**config.mk**
```make
export PLATFORM = sky130hd
export DESIGN_NAME = pmx_pin_select
export DESIGN_NICKNAME = d
export VERILOG_FILES = /design/src/logic/pmx_pkg.sv /design/src/logic/pmx_wb_slave.sv /design/src/logic/pmx_pad_cell.sv /design/src/logic/pmx_pin_select.sv
export SDC_FILE = /design/constraint.sdc
export NUM_CORES = 1
export LEC_CHECK = 0
export ABC_AREA = 1
export BUFFER_PORTS_ARGS = -buffer_cell sky130_fd_sc_hd__buf_2
export CAP_MARGIN = 15
export CORE_MARGIN = 2
export CORE_UTILIZATION = 35
export DETAILED_ROUTE_END_ITERATION = 10
export HOLD_SLACK_MARGIN = 0.06
export SKIP_CTS_REPAIR_TIMING = 1
export SLEW_MARGIN = 20
export SYNTH_ARGS = -nofsm -noshare
export SYNTH_HDL_FRONTEND = slang
export SYNTH_SLANG_ARGS = --single-unit
```
**constraint.sdc**
```tcl
create_clock -name clk_i -period 1.55 [get_ports clk_i]
set_input_delay 0.31 -clock clk_i [delete_from_list [all_inputs] [get_ports clk_i]]
set_output_delay 0.31 -clock clk_i [all_outputs]
set_load 0.02 [all_outputs]
```
**src/logic/pmx_pkg.sv**
```systemverilog
// Constants for the port pin function select block
`default_nettype none
package pmx_pkg;
  // ************************************************************
  // Register word indices (byte address is index times four)
  // ************************************************************
  localparam logic [2:0] IDX_PA_CTL = 3'h0;
  localparam logic [2:0] IDX_PD_CTL1 = 3'h1;
  localparam logic [2:0] IDX_PD_CTL2 = 3'h2;
  localparam logic [2:0] IDX_GP_OUT = 3'h3;
  localparam logic [2:0] IDX_GP_DIR = 3'h4;
  localparam logic [2:0] IDX_GP_IN = 3'h5;
  // ************************************************************
  // Writable bit masks and reset values
  // ************************************************************
  localparam logic [15:0] MASK_PA_CTL = 16'h0773;
  localparam logic [15:0] MASK_PD_CTL1 = 16'h0003;
  localparam logic [15:0] MASK_PD_CTL2 = 16'h3333;
  localparam logic [15:0] MASK_GP = 16'h00ff;
  localparam logic [15:0] RST_CTL = 16'h0000;
  // ************************************************************
  // Field positions
  // ************************************************************
  localparam int LSB_A26 = 8;
  localparam int LSB_A25 = 4;
  localparam int LSB_A24 = 0;
  localparam int LSB_D8 = 0;
  localparam int LSB_D7 = 12;
  localparam int LSB_D6 = 8;
  localparam int LSB_D5 = 4;
  localparam int LSB_D4 = 0;
  // ************************************************************
  // Pad indices and function codes
  // ************************************************************
  localparam int NPIN = 8;
  localparam int PIN_A26 = 0;
  localparam int PIN_A25 = 1;
  localparam int PIN_A24 = 2;
  localparam int PIN_D8 = 3;
  localparam int PIN_D7 = 4;
  typedef logic [2:0] pmx_code_t;
  localparam pmx_code_t FN_PORT = 3'h0;
  localparam pmx_code_t FN_ALT1 = 3'h1;
  localparam pmx_code_t FN_ALT2 = 3'h2;
  localparam pmx_code_t FN_ALT3 = 3'h3;
endpackage
`default_nettype wire

```
**src/logic/pmx_wb_slave.sv**
```systemverilog
// Classic Wishbone slave front end for the pin select registers
`default_nettype none
module pmx_wb_slave (
  input wire logic clk_i,               // Peripheral clock
  input wire logic rst_i,               // Synchronous reset
  input wire logic cyc_i,               // Bus cycle
  input wire logic stb_i,               // Strobe
  input wire logic we_i,                // Write enable
  input wire logic [15:0] rd_data_i,    // Selected register value
  output logic ack_o,                   // Acknowledge
  output logic [31:0] dat_o,            // Read data
  output logic wr_o                     // Write commit pulse
);
  // ************************************************************
  // Handshake
  // ************************************************************
  // Ack one cycle after request, dropped in the cycle after
  always_ff @(posedge clk_i) begin
    if (rst_i) begin
      ack_o <= 1'b0;
    end else begin
      ack_o <= cyc_i & stb_i & ~ack_o;
    end
  end

  // Read data captured as ack rises, upper half reads zero
  always_ff @(posedge clk_i) begin
    if (rst_i) begin
      dat_o <= 32'h0000_0000;
    end else if (cyc_i & stb_i & ~ack_o & ~we_i) begin
      dat_o <= {16'h0000, rd_data_i};
    end
  end

  // Write lands on the edge where the master sees ack
  assign wr_o = cyc_i & stb_i & we_i & ack_o;
endmodule
`default_nettype wire

```
**src/logic/pmx_pad_cell.sv**
```systemverilog
// One pad: picks port or one of three alternate drivers
`default_nettype none
module pmx_pad_cell (
  input wire logic clk_i,                 // Peripheral clock
  input wire logic rst_i,                 // Synchronous reset
  input wire pmx_pkg::pmx_code_t code_i,  // Function code
  input wire logic gp_out_i,              // Port output value
  input wire logic gp_dir_i,              // Port direction, 1 drives
  input wire logic [3:1] alt_out_i,       // Alternate output values
  input wire logic [3:1] alt_oe_i,        // Alternate drive enables
  output logic pad_out_o,                 // Pad output value
  output logic pad_oe_o                   // Pad drive enable
);
  import pmx_pkg::*;

  // ************************************************************
  // Driver select
  // ************************************************************
  // Code 0 gives the port, 1 to 3 an alternate, others release
  always_ff @(posedge clk_i) begin
    if (rst_i) begin
      pad_out_o <= 1'b0;
      pad_oe_o <= 1'b0;
    end else begin
      case (code_i)
        FN_PORT: begin
          pad_out_o <= gp_out_i;
          pad_oe_o <= gp_dir_i;
        end
        FN_ALT1, FN_ALT2, FN_ALT3: begin
          pad_out_o <= alt_out_i[code_i[1:0]];
          pad_oe_o <= alt_oe_i[code_i[1:0]];
        end
        default: begin
          pad_out_o <= 1'b0;
          pad_oe_o <= 1'b0;
        end
      endcase
    end
  end
endmodule
`default_nettype wire

```
**src/logic/pmx_pin_select.sv**
```systemverilog
// Pin function select for port A and port D pads with registers
`default_nettype none
module pmx_pin_select (
  input wire logic clk_i,                  // Peripheral clock
  input wire logic rst_i,                  // Synchronous reset
  input wire logic wb_cyc_i,               // Wishbone cycle
  input wire logic wb_stb_i,               // Wishbone strobe
  input wire logic wb_we_i,                // Wishbone write
  input wire logic [4:2] wb_adr_i,         // Word address
  input wire logic [3:0] wb_sel_i,         // Byte selects
  input wire logic [31:0] wb_dat_i,        // Write data
  output logic [31:0] wb_dat_o,            // Read data
  output logic wb_ack_o,                   // Acknowledge
  input wire logic [7:0] pad_in_i,         // Pad levels
  output logic [7:0] pad_out_o,            // Pad output values
  output logic [7:0] pad_oe_o,             // Pad drive enables
  input wire logic bus_addr_bit_26_i,      // Bus address bit 26
  input wire logic bus_addr_bit_25_i,      // Bus address bit 25
  input wire logic bus_addr_bit_24_i,      // Bus address bit 24
  input wire logic dma_ch3_active_out_i,   // DMA3 transfer active
  input wire logic dma_ch3_ack_out_i,      // DMA3 acknowledge
  output logic dma_ch3_request_in_o,       // DMA3 request from pad
  output logic pin_irq_alt_two_o,          // Pin irq from A26
  output logic pin_irq_alt_zero_o,         // Pin irq from A24
  output logic serial0_receive_line_o,     // Serial 0 receive
  input wire logic serial0_transmit_line_i,// Serial 0 transmit
  input wire logic dma_ch1_end_out_i,      // DMA1 transfer end
  input wire logic dma_ch1_active_out_i,   // DMA1 transfer active
  input wire logic timer0_compare_line_a_i,  // Timer A out value
  input wire logic timer0_compare_a_oe_i,    // Timer A drive
  output logic timer0_compare_line_a_o,      // Timer A pad level
  input wire logic timer0_compare_line_b_i,  // Timer B out value
  input wire logic timer0_compare_b_oe_i,    // Timer B drive
  output logic timer0_compare_line_b_o       // Timer B pad level
);
  import pmx_pkg::*;

  // ************************************************************
  // Declarations
  // ************************************************************
  logic [15:0] pa_ctl;
  logic [15:0] pd_ctl1;
  logic [15:0] port_d_pin_select_two;
  logic [15:0] gp_out;
  logic [15:0] gp_dir;
  logic [7:0] pad_meta;
  logic [7:0] pad_sync;
  logic [15:0] rd_data;
  logic wr;
  pmx_code_t pin_code [NPIN];
  logic [3:1] alt_out [NPIN];
  logic [3:1] alt_oe [NPIN];
  pmx_code_t pin_a26_function_field;
  pmx_code_t pin_a25_function_field;
  logic [1:0] pin_a24_function_field;
  logic [1:0] pin_d8_function_field;
  logic [1:0] pin_d7_function_field;
  logic [1:0] pin_d6_function_field;
  logic [1:0] pin_d5_function_field;
  logic [1:0] pin_d4_function_field;

  // Byte-lane merge of write data, clipped to writable bits
  function automatic logic [15:0] lane_merge(
    input logic [15:0] old_v,
    input logic [31:0] new_v,
    input logic [3:0] sel,
    input logic [15:0] mask
  );
    logic [15:0] m;
    m = old_v;
    if (sel[0]) m[7:0] = new_v[7:0];
    if (sel[1]) m[15:8] = new_v[15:8];
    return m & mask;
  endfunction

  // ************************************************************
  // Bus slave
  // ************************************************************
  pmx_wb_slave u_slave (
    .clk_i(clk_i),
    .rst_i(rst_i),
    .cyc_i(wb_cyc_i),
    .stb_i(wb_stb_i),
    .we_i(wb_we_i),
    .rd_data_i(rd_data),
    .ack_o(wb_ack_o),
    .dat_o(wb_dat_o),
    .wr_o(wr)
  );

  always_ff @(posedge clk_i) begin
    if (rst_i) begin
      pa_ctl <= RST_CTL;
      pd_ctl1 <= RST_CTL;
      gp_out <= RST_CTL;
      gp_dir <= RST_CTL;
    end else if (wr) begin
      case (wb_adr_i)
        IDX_PA_CTL: pa_ctl <= lane_merge(pa_ctl, wb_dat_i,
                                         wb_sel_i, MASK_PA_CTL);
        IDX_PD_CTL1: pd_ctl1 <= lane_merge(pd_ctl1, wb_dat_i,
                                           wb_sel_i, MASK_PD_CTL1);
        IDX_GP_OUT: gp_out <= lane_merge(gp_out, wb_dat_i,
                                         wb_sel_i, MASK_GP);
        IDX_GP_DIR: gp_dir <= lane_merge(gp_dir, wb_dat_i,
                                         wb_sel_i, MASK_GP);
        default: begin
        end
      endcase
    end
  end

  // port D register two, zero at reset
  always_ff @(posedge clk_i) begin
    if (rst_i) begin
      port_d_pin_select_two <= RST_CTL;
    end else if (wr && wb_adr_i == IDX_PD_CTL2) begin
      port_d_pin_select_two <= lane_merge(port_d_pin_select_two,
                                          wb_dat_i, wb_sel_i,
                                          MASK_PD_CTL2);
    end
  end

  // Read mux; unmapped words read zero
  always_comb begin
    case (wb_adr_i)
      IDX_PA_CTL: rd_data = pa_ctl;
      IDX_PD_CTL1: rd_data = pd_ctl1;
      IDX_PD_CTL2: rd_data = port_d_pin_select_two;
      IDX_GP_OUT: rd_data = gp_out;
      IDX_GP_DIR: rd_data = gp_dir;
      IDX_GP_IN: rd_data = {8'h00, pad_sync};
      default: rd_data = 16'h0000;
    endcase
  end

  // ************************************************************
  // Field decode
  // ************************************************************
  // Mode fields pulled out of the control words
  assign pin_a26_function_field = pa_ctl[LSB_A26 +: 3];
  assign pin_a25_function_field = pa_ctl[LSB_A25 +: 3];
  assign pin_a24_function_field = pa_ctl[LSB_A24 +: 2];
  assign pin_d8_function_field = pd_ctl1[LSB_D8 +: 2];
  assign pin_d7_function_field = port_d_pin_select_two[LSB_D7 +: 2];
  assign pin_d6_function_field = port_d_pin_select_two[LSB_D6 +: 2];
  assign pin_d5_function_field = port_d_pin_select_two[LSB_D5 +: 2];
  assign pin_d4_function_field = port_d_pin_select_two[LSB_D4 +: 2];

  assign pin_code[0] = pin_a26_function_field;
  assign pin_code[1] = pin_a25_function_field;
  assign pin_code[2] = {1'b0, pin_a24_function_field};
  assign pin_code[3] = {1'b0, pin_d8_function_field};
  assign pin_code[4] = {1'b0, pin_d7_function_field};
  assign pin_code[5] = {1'b0, pin_d6_function_field};
  assign pin_code[6] = {1'b0, pin_d5_function_field};
  assign pin_code[7] = {1'b0, pin_d4_function_field};

  // ************************************************************
  // Alternate drivers per pad (input functions leave pad free)
  // ************************************************************
  // A26: address, DMA3 active, irq input
  assign alt_out[PIN_A26] = {1'b0, dma_ch3_active_out_i,
                             bus_addr_bit_26_i};
  assign alt_oe[PIN_A26] = 3'b011;
  assign alt_out[PIN_A25] = {dma_ch3_ack_out_i, 1'b0,
                             bus_addr_bit_25_i};
  assign alt_oe[PIN_A25] = 3'b101;
  assign alt_out[PIN_A24] = {2'b00, bus_addr_bit_24_i};
  assign alt_oe[PIN_A24] = 3'b001;
  // D8: receive input, DMA1 end, timer B two-way
  assign alt_out[PIN_D8] = {timer0_compare_line_b_i,
                            dma_ch1_end_out_i, 1'b0};
  assign alt_oe[PIN_D8] = {timer0_compare_b_oe_i, 2'b10};
  // D7: transmit, DMA1 active, timer A two-way
  assign alt_out[PIN_D7] = {timer0_compare_line_a_i,
                            dma_ch1_active_out_i,
                            serial0_transmit_line_i};
  assign alt_oe[PIN_D7] = {timer0_compare_a_oe_i, 2'b11};

  // pad cells pick port or alternate driver
  generate
    for (genvar i = 0; i < NPIN; i++) begin : g_pad
      if (i > PIN_D7) begin : g_free
        // Alternates of D6 to D4 live outside; pads released
        assign alt_out[i] = 3'b000;
        assign alt_oe[i] = 3'b000;
      end
      pmx_pad_cell u_cell (
        .clk_i(clk_i),
        .rst_i(rst_i),
        .code_i(pin_code[i]),
        .gp_out_i(gp_out[i]),
        .gp_dir_i(gp_dir[i]),
        .alt_out_i(alt_out[i]),
        .alt_oe_i(alt_oe[i]),
        .pad_out_o(pad_out_o[i]),
        .pad_oe_o(pad_oe_o[i])
      );
    end
  endgenerate

  // ************************************************************
  // Pad inputs to peripherals
  // ************************************************************
  // Two-stage synchroniser on pad levels
  always_ff @(posedge clk_i) begin
    if (rst_i) begin
      pad_meta <= 8'h00;
      pad_sync <= 8'h00;
    end else begin
      pad_meta <= pad_in_i;
      pad_sync <= pad_meta;
    end
  end

  // route pad level only to the selected input function
  always_ff @(posedge clk_i) begin
    if (rst_i) begin
      pin_irq_alt_two_o <= 1'b0;
      dma_ch3_request_in_o <= 1'b0;
      pin_irq_alt_zero_o <= 1'b0;
      serial0_receive_line_o <= 1'b1;
      timer0_compare_line_b_o <= 1'b0;
      timer0_compare_line_a_o <= 1'b0;
    end else begin
      pin_irq_alt_two_o <= (pin_a26_function_field == FN_ALT3)
                           & pad_sync[PIN_A26];
      dma_ch3_request_in_o <= (pin_code[PIN_A24] == FN_ALT2)
                              & pad_sync[PIN_A24];
      pin_irq_alt_zero_o <= (pin_code[PIN_A24] == FN_ALT3)
                            & pad_sync[PIN_A24];
      // Receive idles high when not routed
      serial0_receive_line_o <= (pin_code[PIN_D8] == FN_ALT1)
                                ? pad_sync[PIN_D8] : 1'b1;
      timer0_compare_line_b_o <= (pin_code[PIN_D8] == FN_ALT3)
                                 & pad_sync[PIN_D8];
      timer0_compare_line_a_o <= (pin_code[PIN_D7] == FN_ALT3)
                                 & pad_sync[PIN_D7];
    end
  end
endmodule
`default_nettype wire

```
==> flow_summary.rst <==
.. list-table::
   :header-rows: 1

   * - Metric
     - Value
   * - Outcome
     - complete, no violations
   * - Sum of routed wire length over all layers
     - 8670 um
   * - Hold Vio Cnt, Final
     - 0
   * - Number of placement rows
     - 37
   * - Wire length of the first global-routing pass
     - 14000 um
   * - Starting utilization of the core area
     - 35.6%
   * - Final number of max-transition violations
     - 0
   * - Setup repair after global routing missed its margin
     - no
   * - Mean area per synthesized cell
     - 7.71 sq um
   * - Number of levels the H-tree was split into
     - 3
   * - Met1 layer usage reported by global route
     - 20.3%
   * - Reg2Reg Setup Slack
     - 0.20 ns
   * - Clock slew seen by the registers of the worst setup and hold paths
     - 0.07 ns
   * - TritonCTS clock tree
     - done
   * - DIE AREA
     - 0.0112 sq mm
   * - Max-capacitance violation count
     - 0
   * - Wire per inst
     - 12.8 um
   * - Antenna violations before repair
     - 1
   * - Vertical die dimension
     - 106 um
   * - Class of the most critical hold timing path
     - in -> reg
   * - Maximum resistive drop on vdd
     - 0.330 mV
   * - Type of destination of the critical path
     - flip-flop
   * - Area grow syn2layout
     - 14.6%
   * - Cell Count Post-Placement
     - 662
   * - Number of distinct library cell variants in the gate-level netlist after synthesis
     - 29
   * - Half-perimeter wire length after placement
     - 6460 um
   * - Highest achievable clock rate
     - 0.740 GHz
   * - Fraction of layout instances using a drive strength above 1
     - 22.4%
   * - Final number of setup-violating endpoints
     - 0
   * - Routed via count
     - 3116
   * - Sum of overflow across all layers after global routing
     - 0
   * - Top fanout value on the critical path
     - 10
   * - Aggregate negative setup slack
     - 0 ns
   * - Final GP Congestion
     - 0.864
   * - Count of buffers from port buffering
     - 78
   * - Setup skew after layout
     - 0.00720 ns
   * - 1st-iter DRT viols
     - 185
   * - Root buffer cell
     - sky130_fd_sc_hd__clkbuf_8
   * - Drc violations
     - 0
   * - Leak Pwr
     - 1.91 nW
   * - Number of global-route vias before repair
     - 2825
   * - Number of filler instances in the final layout
     - 1090
   * - Via density
     - 4.62
   * - Kind of critical path
     - reg -> reg
   * - Sinks on Clock Net
     - 86
   * - All-Layer GR Usage
     - 16.0%
   * - Worst-case clock buffer depth
     - 2
   * - Clock insertion delay at the later pin of the skew report
     - 0.36 ns
   * - Fraction of the yosys area taken by sequential cells
     - 47.2%
   * - TritonCTS buffer count
     - 9
   * - Cells after synthesis
     - 473
   * - Width of the die
     - 106 um
   * - Fin crit share
     - 87.2%
   * - Data arrival time at the worst-slack endpoint
     - 1.64 ns
   * - Total of flip-flops plus latches after synthesis
     - 86
   * - Met3 Resource Use GR
     - 3.62%
   * - Number of non-filler instances in the completed layout
     - 675
   * - Final ANT Viol Nets
     - 0
   * - Number of diodes added for antenna fixing
     - 0
   * - Number of placed I/O pins
     - 119
   * - Summed instance area of the synthesized netlist
     - 0.00365 sq mm
   * - Most used routing layer in global routing
     - met2
   * - Final net count
     - 605
   * - Met2 demand-to-capacity share in global routing
     - 25.8%
   * - Synth warn
     - 0
   * - Power per cell area
     - 962 mW/mm^2
   * - WP data required
     - 1.84 ns
   * - Startpoint type of the worst setup path
     - flip-flop
   * - First-pass iteration count of the detailed router
     - 4
   * - Placeable Area
     - 0.0102 sq mm
   * - Minimum clock period
     - 1.35 ns
   * - Pin count of the biggest net entering global routing
     - 45
flip-flops by register name (all words and copies together), names as in the netlist, 2 cells and up:
name                    flops
pd_ctl1                     2
pa_ctl                      8
g_pad.u_cell.pad_out_o      8
g_pad.u_cell.pad_oe_o       8
pad_sync                    8
gp_dir                      8
port_d_pin_select_two       8
gp_out                      8
pad_meta                    8
u_slave.dat_o              13
metal layers:
layer / vias up / wire, um
li1: 1599 / -
met1: 1401 / 3900
met2: 100 / 4030
met3: 16 / 526
met4: 0 / 210
met5: - / 0
through the flow:
stage	util, %	cell area [sq um]	hold slack (ns)	power [mW]	worst slack (ns)
2_1_floorplan	-	3710	0.388	2.50	0.304
3_3_place_gp	39.1	4000	0.395	2.56	0.116
4_1_cts	40.8	4180	0.148	4.05	0.189
6_report	40.8	4180	0.154	4.02	0.198
3_5_place_dp	39.1	4000	0.393	2.57	0.0880
5_1_grt	40.8	4180	0.158	4.17	0.0976
cells in the final DEF, fill, tap and decap left out:
| cell type | netlist | layout |
|---|---|---|
| sky130_fd_sc_hd__dfxtp_1 | 86 | 86 |
| sky130_fd_sc_hd__buf_2 | 4 | 78 |
| sky130_fd_sc_hd__nand2_1 | 65 | 65 |
| sky130_fd_sc_hd__nor2_1 | 63 | 63 |
| sky130_fd_sc_hd__inv_1 | 48 | 48 |
| sky130_fd_sc_hd__a21oi_1 | 40 | 40 |
| sky130_fd_sc_hd__o21ai_1 | 26 | 26 |
| sky130_fd_sc_hd__nand3_1 | 22 | 22 |
| sky130_fd_sc_hd__conb_1 | 1 | 19 |
| sky130_fd_sc_hd__o21ai_0 | 18 | 18 |
| sky130_fd_sc_hd__nand4_1 | 12 | 12 |
| sky130_fd_sc_hd__clkbuf_8 | 0 | 10 |
| sky130_fd_sc_hd__inv_2 | 8 | 8 |
| sky130_fd_sc_hd__nor3_1 | 7 | 7 |
| sky130_fd_sc_hd__buf_4 | 38 | 7 |
| sky130_fd_sc_hd__nand3_2 | 5 | 5 |
| sky130_fd_sc_hd__nor4_1 | 4 | 4 |
| sky130_fd_sc_hd__ha_1 | 4 | 4 |
| sky130_fd_sc_hd__nand2_4 | 3 | 3 |
| sky130_fd_sc_hd__nand2_2 | 2 | 2 |
| sky130_fd_sc_hd__o22ai_1 | 2 | 2 |
| sky130_fd_sc_hd__nor2_4 | 1 | 1 |
| sky130_fd_sc_hd__nor2_2 | 1 | 1 |
| sky130_fd_sc_hd__inv_4 | 1 | 1 |
| sky130_fd_sc_hd__nor3_4 | 1 | 1 |
| sky130_fd_sc_hd__o21a_1 | 1 | 1 |
| sky130_fd_sc_hd__o221a_2 | 1 | 1 |
| sky130_fd_sc_hd__clkinv_2 | 0 | 1 |
| sky130_fd_sc_hd__clkbuf_1 | 7 | 1 |
| sky130_fd_sc_hd__bufinv_16 | 0 | 1 |
| sky130_fd_sc_hd__buf_12 | 0 | 1 |
final timing paths:
| kind | startpoint | to | cells past startpoint |
|---|---|---|---|
| setup / recovery | u_slave.ack_o$_SDFF_PP0_ | gp_dir[1]$_SDFFE_PP0P_ | 6 |
| hold / removal | pad_in_i[0] | pad_meta[0]$_SDFF_PP0_ | 3 |
| setup reg to reg | u_slave.ack_o$_SDFF_PP0_ | gp_dir[1]$_SDFFE_PP0P_ | 6 |
| hold reg to reg | pad_meta[1]$_SDFF_PP0_ | pad_sync[1]$_SDFF_PP0_ | 2 |
area by class of cell:
cell class	instances	area (sq um)	area share (%)
clock inverters	2	35.0	0.839
flip-flops and latches	86	1720	41.2
inverters	57	216	5.18
clock buffers	11	141	3.39
repair buffers	86	463	11.1
multi-input cells	297	1430	34.2
well taps	136	170	4.07
synth_stat cells:
cell | instances | area (sq um)
sky130_fd_sc_hd__a21oi_1 | 40 | 200
sky130_fd_sc_hd__buf_1 | 1 | 3.75
sky130_fd_sc_hd__buf_2 | 4 | 20.0
sky130_fd_sc_hd__buf_4 | 38 | 285
sky130_fd_sc_hd__buf_6 | 1 | 11.3
sky130_fd_sc_hd__clkbuf_1 | 7 | 26.3
sky130_fd_sc_hd__conb_1 | 1 | 3.75
sky130_fd_sc_hd__dfxtp_1 | 86 | 1720
sky130_fd_sc_hd__ha_1 | 4 | 50.1
sky130_fd_sc_hd__inv_1 | 48 | 180
sky130_fd_sc_hd__inv_2 | 8 | 30.0
sky130_fd_sc_hd__inv_4 | 1 | 6.26
sky130_fd_sc_hd__nand2_1 | 65 | 244
sky130_fd_sc_hd__nand2_2 | 2 | 12.5
sky130_fd_sc_hd__nand2_4 | 3 | 33.8
sky130_fd_sc_hd__nand3_1 | 22 | 110
sky130_fd_sc_hd__nand3_2 | 5 | 50.1
sky130_fd_sc_hd__nand4_1 | 12 | 75.1
sky130_fd_sc_hd__nor2_1 | 63 | 236
sky130_fd_sc_hd__nor2_2 | 1 | 6.26
sky130_fd_sc_hd__nor2_4 | 1 | 11.3
sky130_fd_sc_hd__nor3_1 | 7 | 35.0
sky130_fd_sc_hd__nor3_4 | 1 | 16.3
sky130_fd_sc_hd__nor4_1 | 4 | 25.0
sky130_fd_sc_hd__o21a_1 | 1 | 7.51
sky130_fd_sc_hd__o21ai_0 | 18 | 90.1
sky130_fd_sc_hd__o21ai_1 | 26 | 130
sky130_fd_sc_hd__o221a_2 | 1 | 11.3
sky130_fd_sc_hd__o22ai_1 | 2 | 12.5
critical path, cell delays in order (launching register included):
cell and delay (ns):
sky130_fd_sc_hd__dfxtp_1 0.38, sky130_fd_sc_hd__nand3_2 0.12, sky130_fd_sc_hd__nor2_4 0.24, sky130_fd_sc_hd__nand2_2 0.19
sky130_fd_sc_hd__inv_2 0.17, sky130_fd_sc_hd__nor2_1 0.05, sky130_fd_sc_hd__nor2_1 0.11
kinds of logic after synthesis:
family                     after synthesis  share of synthesized area (%)
DFF                                     86                           47.2
and+or+nand+nor                        186                           23.5
adders and majority gates                4                           1.37
AOI/OAI and AO/OA                       88                           12.4
buffers and inverters                  108                           15.4
other                                    1                          0.103
power breakdown:
| group | switching (mW) | internal (mW) | total [mW] |
|---|---|---|---|
| Clock | 0.743 | 0.761 | 1.50 |
| Combinational | 0.188 | 0.0872 | 0.275 |
| Sequential | 0.00959 | 2.23 | 2.24 |
| Total | 0.940 | 3.08 | 4.02 |
(Power assumes the default switching activity.)
